[config.mk]
export PLATFORM = sky130hd
export DESIGN_NAME = clock_gen_serial_config
export DESIGN_NICKNAME = d
export VERILOG_FILES = /design/src/core/clkgen_pkg.sv /design/src/core/clock_gen_serial_config.sv
export SDC_FILE = /design/constraint.sdc
export NUM_CORES = 1
export LEC_CHECK = 0
export BUFFER_PORTS_ARGS = -buffer_cell sky130_fd_sc_hd__buf_2
export CAP_MARGIN = 20
export CORE_MARGIN = 10
export CORE_UTILIZATION = 40
export CTS_CLUSTER_DIAMETER = 80
export DETAILED_ROUTE_END_ITERATION = 16
export GPL_TIMING_DRIVEN = 0
export PLACE_DENSITY = 0.58
export SLEW_MARGIN = 20
export SYNTH_ARGS = -nofsm -noshare
export SYNTH_HDL_FRONTEND = slang
export SYNTH_SLANG_ARGS = --single-unit
[constraint.sdc]
create_clock -name sys_clk_in -period 5.2 [get_ports sys_clk_in]
set_clock_uncertainty 0.1 [all_clocks]
set_input_delay 0.52 -clock sys_clk_in [delete_from_list [all_inputs] [get_ports sys_clk_in]]
set_output_delay 0.52 -clock sys_clk_in [all_outputs]
set_load 0.02 [all_outputs]
[src/core/clkgen_pkg.sv]
package clkgen_pkg;

    // ====================================================================
    // timing
    localparam int SYS_CLK_PERIOD_NS = 4;             // 250 MHz system clock
    localparam int REF_MAX_PERIOD_NS = 100;           // 10 MHz validity threshold
    localparam logic [7:0] REF_TIMEOUT_CYC = 8'(REF_MAX_PERIOD_NS / SYS_CLK_PERIOD_NS);

    // ====================================================================
    // serial address and command coding
    localparam logic [4:0] ADDR_FIXED     = 5'h1b;    // upper address bits 11011
    localparam int         CMD_ACCESS_BIT = 7;        // command_access_flag position
    localparam logic [3:0] BYTE_BITS      = 4'h8;

    // register byte offsets (command codes 80h, 81h, 82h)
    localparam logic [7:0] CMD_MULT_EN    = 8'h80;
    localparam logic [7:0] CMD_TEST_CTRL  = 8'h81;
    localparam logic [7:0] CMD_REV_VENDOR = 8'h82;
    localparam logic [6:0] OFF_MULT_EN    = CMD_MULT_EN[6:0];
    localparam logic [6:0] OFF_TEST_CTRL  = CMD_TEST_CTRL[6:0];
    localparam logic [6:0] OFF_REV_VENDOR = CMD_REV_VENDOR[6:0];

    // ====================================================================
    // register fields and reset values
    localparam int         FSEL_LSB        = 4;
    localparam int         FSEL_MSB        = 6;
    localparam int         ENA_MSB         = 3;       // bit 3 enables output 0
    localparam int         TEST_BIT        = 0;
    localparam logic [7:0] MULT_EN_RESET   = 8'h1f;
    localparam logic [7:0] TEST_CTRL_RESET = 8'h00;
    localparam logic [7:0] READ_UNMAPPED   = 8'h00;

    // multiplier code to factor numerator / denominator
    localparam logic [3:0] FACTOR_NUM [8] = '{4'h3, 4'h4, 4'h5, 4'h6, 4'h8, 4'h9, 4'hf, 4'hf};
    localparam logic [2:0] FACTOR_DEN [8] = '{3'h1, 3'h1, 3'h1, 3'h1, 3'h1, 3'h2, 3'h2, 3'h4};

    // ====================================================================
    // types
    typedef enum logic [2:0] {
        S_IDLE   = 3'b000,
        S_ADDR   = 3'b001,
        S_CMD    = 3'b010,
        S_WDATA  = 3'b011,
        S_ACK    = 3'b100,
        S_RDATA  = 3'b101,
        S_RACK   = 3'b110,
        S_IGNORE = 3'b111
    } serial_state_t;

    typedef struct packed {
        logic [3:0] oe;
        logic [3:0] clk_true;
        logic [3:0] clk_comp;
    } clock_pins_t;

    typedef struct packed {
        logic          scl_s1, scl_s2, scl_s3;
        logic          sda_s1, sda_s2, sda_s3;
        logic          ref_s1, ref_s2, ref_s3;
        logic          en_s1, en_s2;
        logic          byp_s1, byp_s2;
        logic          pll_s1, pll_s2;
        logic [1:0]    id_s1, id_s2;
        logic [7:0]    ref_cnt;
        logic          ref_valid;
        serial_state_t fsm;
        serial_state_t after;
        logic [3:0]    cnt;
        logic [7:0]    shreg;
        logic [6:0]    ptr;
        logic          sda_oe;
        logic [7:0]    mult_en;
        logic [7:0]    test_ctrl;
        clock_pins_t   pins;
        logic          pll_pd;
        logic [3:0]    fnum;
        logic [2:0]    fden;
    } core_state_t;

endpackage : clkgen_pkg

[src/core/clock_gen_serial_config.sv]
`timescale 1ns/10ps
`default_nettype none
module clock_gen_serial_config #(
    parameter logic [4:0] DEVICE_REVISION = 5'h01,    // arbitrary value
    parameter logic [2:0] VENDOR_CODE     = 3'h5      // arbitrary value
) (
    input  wire logic               sys_clk_in,
    input  wire logic               rst_n_in,
    input  wire logic               reference_clock_in,
    input  wire logic               pll_clock_in,
    input  wire logic               bypass_n_in,
    input  wire logic               output_enable_in,
    input  wire logic               strap_addr_bit0_in,
    input  wire logic               strap_addr_bit1_in,
    input  wire logic               scl_in,
    input  wire logic               sda_in,
    output logic                    sda_out,
    output logic                    sda_oe_out,
    output clkgen_pkg::clock_pins_t clock_pins_out,
    output logic                    pll_power_down_out,
    output logic [3:0]              pll_factor_num_out,
    output logic [2:0]              pll_factor_den_out
);
    import clkgen_pkg::*;

    // ====================================================================
    // state
    core_state_t q;
    core_state_t n;
    logic        scl_rise;
    logic        scl_fall;
    logic        start_cond;
    logic        stop_cond;
    logic        ref_rise;
    logic        addr_match;
    logic [7:0]  rd_byte;
    logic        src_clk;
    logic        test_mode;
    logic [2:0]  fsel;

    // edge and condition detection on synchronised pins
    // the third stage only remembers the previous settled level
    // start and stop need the clock line high on both settled samples
    // so a data change next to a clock edge is never taken as a condition
    assign scl_rise   = q.scl_s2 & ~q.scl_s3;
    assign scl_fall   = ~q.scl_s2 & q.scl_s3;
    assign start_cond = q.scl_s2 & q.scl_s3 & ~q.sda_s2 & q.sda_s3;
    assign stop_cond  = q.scl_s2 & q.scl_s3 & q.sda_s2 & ~q.sda_s3;
    assign ref_rise   = q.ref_s2 & ~q.ref_s3;
    assign addr_match = (q.shreg[7:1] == {ADDR_FIXED, q.id_s2});

    // register read mux
    // unmapped offsets read as zero instead of aliasing a register
    // the identity byte is built from parameters, so writes cannot reach it
    always_comb begin
        if (q.ptr == OFF_MULT_EN) begin
            rd_byte = q.mult_en;
        end else if (q.ptr == OFF_TEST_CTRL) begin
            rd_byte = q.test_ctrl;
        end else if (q.ptr == OFF_REV_VENDOR) begin
            rd_byte = {DEVICE_REVISION, VENDOR_CODE};
        end else begin
            rd_byte = READ_UNMAPPED;
        end
    end

    // clock source and mode selection
    assign src_clk   = q.byp_s2 ? q.pll_s2 : q.ref_s2;
    // test behaviour also needs a live reference, a lost reference wins
    // so the outputs never drive while a lost reference forces the pll off
    assign test_mode = q.en_s2 & q.test_ctrl[TEST_BIT] & q.ref_valid;
    assign fsel      = q.mult_en[FSEL_MSB:FSEL_LSB];

    // ====================================================================
    // next-state logic
    // one copy of the state is filled here and registered below
    // every field keeps its value unless a branch below changes it
    always_comb begin
        n = q;
        // pin synchronisers
        // every pin crosses two flops before any decision reads it
        // the pll source is sampled too, so its edges may be stretched
        n.scl_s1 = scl_in;
        n.scl_s2 = q.scl_s1;
        n.scl_s3 = q.scl_s2;
        n.sda_s1 = sda_in;
        n.sda_s2 = q.sda_s1;
        n.sda_s3 = q.sda_s2;
        n.ref_s1 = reference_clock_in;
        n.ref_s2 = q.ref_s1;
        n.ref_s3 = q.ref_s2;
        n.en_s1  = output_enable_in;
        n.en_s2  = q.en_s1;
        n.byp_s1 = bypass_n_in;
        n.byp_s2 = q.byp_s1;
        n.pll_s1 = pll_clock_in;
        n.pll_s2 = q.pll_s1;
        n.id_s1  = {strap_addr_bit1_in, strap_addr_bit0_in};
        n.id_s2  = q.id_s1;

        // reference activity monitor
        // counts system cycles since the last reference rising edge
        // a stopped or too slow reference runs the count to its limit
        // the counter then parks, so it never wraps back to valid
        if (ref_rise) begin
            n.ref_cnt   = 8'h00;
            n.ref_valid = 1'b1;
        end else if (q.ref_cnt != REF_TIMEOUT_CYC) begin
            n.ref_cnt = q.ref_cnt + 8'h01;
        end else begin
            n.ref_valid = 1'b0;
        end

        // serial slave
        // without a reference the slave sits idle and lets go of the data line
        // start and stop are honoured in any state, even while ignoring
        // bits are taken on the settled clock rise, acks driven after the fall
        // apart from a reference loss, the data line only moves while the clock line is low
        if (!q.ref_valid) begin
            n.fsm    = S_IDLE;
            n.sda_oe = 1'b0;
        end else if (start_cond) begin
            n.fsm    = S_ADDR;
            n.cnt    = 4'h0;
            n.sda_oe = 1'b0;
        end else if (stop_cond) begin
            n.fsm    = S_IDLE;
            n.sda_oe = 1'b0;
        end else begin
            case (q.fsm)
                S_ADDR, S_CMD, S_WDATA: begin
                    if (scl_rise) begin
                        n.shreg = {q.shreg[6:0], q.sda_s2};
                        n.cnt   = q.cnt + 4'h1;
                    end else if (scl_fall && q.cnt == BYTE_BITS) begin
                        n.cnt = 4'h0;
                        n.fsm = S_ACK;
                        case (q.fsm)
                            S_ADDR: begin
                                if (addr_match) begin
                                    n.sda_oe = 1'b1;
                                    n.after  = q.shreg[0] ? S_RDATA : S_CMD;
                                end else begin
                                    n.fsm = S_IGNORE;
                                end
                            end
                            S_CMD: begin
                                if (q.shreg[CMD_ACCESS_BIT] && q.shreg[6:0] <= OFF_REV_VENDOR) begin
                                    n.ptr    = q.shreg[6:0];
                                    n.sda_oe = 1'b1;
                                    n.after  = S_WDATA;
                                end else begin
                                    n.fsm = S_IGNORE;
                                end
                            end
                            default: begin
                                if (q.ptr == OFF_MULT_EN) begin
                                    n.mult_en = q.shreg;
                                end else if (q.ptr == OFF_TEST_CTRL) begin
                                    n.test_ctrl = q.shreg;
                                end
                                n.ptr    = q.ptr + 7'h01;
                                n.sda_oe = 1'b1;
                                n.after  = S_WDATA;
                            end
                        endcase
                    end
                end
                // release the acknowledge at the clock fall, or load read data
                // the first read bit goes out at once so the host sees it settled
                S_ACK: begin
                    if (scl_fall) begin
                        n.fsm    = q.after;
                        n.cnt    = 4'h0;
                        n.sda_oe = 1'b0;
                        if (q.after == S_RDATA) begin
                            n.shreg  = rd_byte;
                            n.sda_oe = ~rd_byte[7];
                        end
                    end
                end
                // shift out most significant bit first, one bit per clock fall
                // after the eighth bit the line is released for the host
                S_RDATA: begin
                    if (scl_rise) begin
                        n.cnt = q.cnt + 4'h1;
                    end else if (scl_fall) begin
                        if (q.cnt == BYTE_BITS) begin
                            n.fsm    = S_RACK;
                            n.cnt    = 4'h0;
                            n.sda_oe = 1'b0;
                        end else begin
                            n.shreg  = {q.shreg[6:0], 1'b0};
                            n.sda_oe = ~q.shreg[6];
                        end
                    end
                end
                // host acknowledge asks for the next byte, no acknowledge ends it
                // the pointer steps at the rise so the next load sees it
                S_RACK: begin
                    if (scl_rise) begin
                        if (!q.sda_s2) begin
                            n.ptr   = q.ptr + 7'h01;
                            n.after = S_RDATA;
                            n.fsm   = S_ACK;
                        end else begin
                            n.fsm = S_IGNORE;
                        end
                    end
                end
                default: begin
                    n.fsm = q.fsm;
                end
            endcase
        end

        // output pins: each channel switches true and complement together
        // a disabled channel releases both lines, driven low only for tidiness
        // the enable pin and a live reference must agree, and the channel bit too outside test mode
        // the test pattern holds every line static
        for (int i = 0; i < 4; i++) begin
            if (test_mode) begin
                n.pins.oe[i]       = 1'b1;
                n.pins.clk_true[i] = 1'b0;
                n.pins.clk_comp[i] = 1'b1;
            end else if (q.en_s2 && q.mult_en[ENA_MSB - i] && q.ref_valid) begin
                n.pins.oe[i]       = 1'b1;
                n.pins.clk_true[i] = src_clk;
                n.pins.clk_comp[i] = ~src_clk;
            end else begin
                n.pins.oe[i]       = 1'b0;
                n.pins.clk_true[i] = 1'b0;
                n.pins.clk_comp[i] = 1'b0;
            end
        end

        // PLL control
        // the pll is off in bypass and whenever the reference is missing
        // the factor pair follows the select field one cycle later
        n.pll_pd = ~q.ref_valid | ~q.byp_s2;
        n.fnum   = FACTOR_NUM[fsel];
        n.fden   = FACTOR_DEN[fsel];
    end

    // ====================================================================
    // state register
    // reset forces the safe state: pll off, outputs released
    // serial line samples start at their idle high level
    always_ff @(posedge sys_clk_in or negedge rst_n_in) begin
        if (!rst_n_in) begin
            q           <= '0;
            // idle bus level, so no false edge follows reset
            q.scl_s1    <= 1'b1;
            q.scl_s2    <= 1'b1;
            q.scl_s3    <= 1'b1;
            q.sda_s1    <= 1'b1;
            q.sda_s2    <= 1'b1;
            q.sda_s3    <= 1'b1;
            q.fsm       <= S_IDLE;
            q.after     <= S_IDLE;
            q.mult_en   <= MULT_EN_RESET;
            q.test_ctrl <= TEST_CTRL_RESET;
            q.pll_pd    <= 1'b1;
            q.fnum      <= FACTOR_NUM[MULT_EN_RESET[FSEL_MSB:FSEL_LSB]];
            q.fden      <= FACTOR_DEN[MULT_EN_RESET[FSEL_MSB:FSEL_LSB]];
        end else begin
            q <= n;
        end
    end

    // outputs straight from state
    // the data line is open drain: only its enable ever changes
    assign sda_out            = 1'b0;
    assign sda_oe_out         = q.sda_oe;
    assign clock_pins_out     = q.pins;
    assign pll_power_down_out = q.pll_pd;
    assign pll_factor_num_out = q.fnum;
    assign pll_factor_den_out = q.fden;

endmodule : clock_gen_serial_config
`default_nettype wire

==> flow_summary.json <==
{
  "yosysMostFrequentCell": "dfrtp_1",
  "final_cell_area_um2": 5250,
  "antenna_found_initial": 0,
  "fin_nets": 482,
  "cp_max_fo": 8,
  "drc": 0,
  "fp-row-count": 39,
  "ff2ff_setup_slack_ns": 2.69,
  "die_w_um": 127,
  "grt_overflow": 0,
  "synth_area_per_cell_um2": 11.0,
  "synth-edff-count": 0,
  "gp_congestion": 0.925,
  "cp.buffers_inverters": 1,
  "chipHeight_um": 127,
  "synthTopCellsByArea": "dfrtp_1, dfstp_2, mux2_4",
  "cap_violations": 0,
  "outcome": "completed",
  "cts_max_path_buffers": 2,
  "timing.critical_path.cells": "inv_1 -> ha_1 -> and2b_1 -> nand2_4 -> nor4_4 -> nand3_4 -> mux2_4",
  "cp.required_ns": 5.33,
  "worstPathArrival_ns": 2.64,
  "hold_class": "input pin to async pin",
  "path_delay_family": "simple AND/OR/NAND/NOR gates",
  "ctsResizeCount": 0,
  "area_growth_pct": 14.4,
  "yosys.area.top_type": "dfrtp_1",
  "netlist_area_um2": 4590,
  "fin_tns_setup_ns": 0,
  "avgViaCountPerCell": 5.12,
  "hold_viol_final": 0,
  "p_leak_nw": 2.40,
  "final_antenna_net_count": 0,
  "crit_path_max_incr_delay_ns": 0.54,
  "core_um2": 11300,
  "synth_common_cells": "dfrtp_1, nor2_1, nand2_1",
  "grt_pass1_wl_mm": 16.0,
  "grt_max_degree": 53,
  "startpoint_type": "flip-flop",
  "fmax_mhz": 399,
  "holdBufCountCts": 0,
  "rsz0062_at_grt": "false",
  "syn_inst": 416,
  "h-tree-depth": 3,
  "grtUsageTotal": 0.122,
  "ys_types": 75,
  "cts_made_buffers": 9,
  "rr_endpoint": "fsel[1]",
  "clk_pin_slew_ns": 0.07,
  "critical_path_class": "flip-flop to flip-flop",
  "port_buffers": 30,
  "tightest_slew_ns": 0.628,
  "min_period_ns": 2.51,
  "ir_drop_v": 0.000194,
  "post-route-period-util": 0.482,
  "place_inst": 590,
  "synth_top_area_share": 0.415,
  "yosysSeqAreaShare": 0.495,
  "power_density_nw_per_um2": 348,
  "diodes": 0,
  "p_total_w": 0.00182,
  "place_area_um2": 4940,
  "vias": 3100,
  "reg2regPathDepth": 7,
  "synth_fp_nets": 440,
  "reg2reg_from": "q[87]",
  "cts_tree": "yes",
  "synth_seq_cells": 90,
  "post-cts-setup-buffer-count": 0,
  "cts.sinks": 90,
  "pin_count": 32,
  "drt-pass1-iter-count": 4,
  "die_area_um2": 16100,
  "slew_violations": 0,
  "setup_viol": 0,
  "post_drt_wl_per_cell_um": 15.5,
  "slew_headroom": 0.578,
  "synthFlopType": "dfrtp_1",
  "instances_no_fill": 606,
  "cpMaxStageDelayCell": "dfstp_2",
  "cts_root_buf": "clkbuf_16",
  "clock_latency_ns": 0.35,
  "yosys_warnings": 0,
  "dp_hpwl_mm": 6.71,
  "drive_gt1_frac": 0.270,
  "drt_iter0_markers": 223,
  "async_reset_ff_frac": 1.00,
  "drt_wl_total_mm": 9.37,
  "grt_pass1_vias": 3136,
  "start_util": 0.405,
  "end_kind": "flip-flop"
}
## power breakdown
part	switching, W	total, W	internal (W)
sequential	0.0000793	0.000835	0.000755
clock	0.000281	0.000658	0.000376
combinational	0.000195	0.000332	0.000137
total	0.000555	0.00182	0.00127
## worst register-to-register path, delay by kind of cell (launching register included)
kind / cells / cell delay, ns
adders and majority gates: 1 / 0.28
DFF: 1 / 0.54
muxes: 1 / 0.37
and+or+nand+nor: 4 / 1.08
buffers and inverters: 1 / 0.04
## layout by cell type (no fill, tap or decap), types with 3 or more instances in the layout
cell type | netlist | routed
nand4_1 | 3 | 3
clkbuf_16 | 0 | 9
mux2i_1 | 4 | 4
o22ai_1 | 4 | 4
ha_1 | 14 | 14
xor2_1 | 5 | 5
dfrtp_1 | 76 | 76
o21ai_0 | 11 | 11
a22oi_1 | 5 | 5
dfstp_2 | 14 | 14
nand3_1 | 12 | 12
buf_2 | 5 | 34
nor2_1 | 28 | 28
nand2_1 | 26 | 26
o21ai_1 | 13 | 13
inv_1 | 15 | 15
nor3_1 | 8 | 8
clkbuf_1 | 6 | 6
nor2b_1 | 13 | 13
a21oi_1 | 19 | 19
inv_6 | 0 | 3
nor3b_1 | 3 | 3
mux2_4 | 16 | 16
mux2_1 | 10 | 10
or3_1 | 3 | 3
and2_1 | 6 | 6
o2111ai_1 | 3 | 3
nand2b_1 | 5 | 5
buf_4 | 22 | 23
o31ai_1 | 6 | 6
## final cells by class
type                       count  area [µm²]
multi-input combinational    275        2030
clock buffer                   9         225
fill                        1057        6070
tap                          143         179
clock inverter                 7        76.3
timing repair buffer          31         180
buffer                        34         224
sequential                    90        2270
inverter                      17        63.8
## per-stage QoR
step                worst slack, ns  utilization  hold WS, ns
finish                         2.69        0.463       0.0528
global route                   2.55        0.463       0.0923
CTS                            2.67        0.463       0.0667
detailed placement             2.67        0.437        0.235
global placement               2.68        0.434        0.233
floorplan                      2.90            -        0.124
## flip-flops by register name, summed over array words and instances (netlist names)
register            flops
clock_pins_out         12
fsel                    3
n                      11
pll_factor_den_out      3
pll_factor_num_out      4
pll_power_down_out      1
q                      55
sda_oe_out              1
## metal layers
layer,part of all wire,GRT usage,up-vias
met3,0.049,0.0335,6
met2,0.47,0.181,59
met1,0.47,0.160,1498
li1,-,-,1537
met4,0.010,0.0643,0
met5,0,0,-
## worst max path at each step
stage	to	startpoint	cells past startpoint	slack, ns
2_1_floorplan	fsel[2]	q[87]	7	2.90
3_3_place_gp	q[35]	q[87]	7	2.68
3_5_place_dp	fsel[1]	q[87]	7	2.67
4_1_cts	fsel[1]	q[87]	7	2.67
5_1_grt	fsel[1]	q[87]	7	2.55
6_report	fsel[1]	q[87]	7	2.69
## logic make-up after synthesis
| family | after synthesis | synth area share |
|---|---|---|
| other cells | 1 | 0.000818 |
| fa+ha+maj | 14 | 0.0382 |
| xor+xnor | 8 | 0.0169 |
| compound gates | 88 | 0.132 |
| buf+inv | 51 | 0.0628 |
| mux | 32 | 0.0906 |
| flops | 90 | 0.495 |
| simple gates | 132 | 0.164 |
Power figures use the tool's default switching activity.
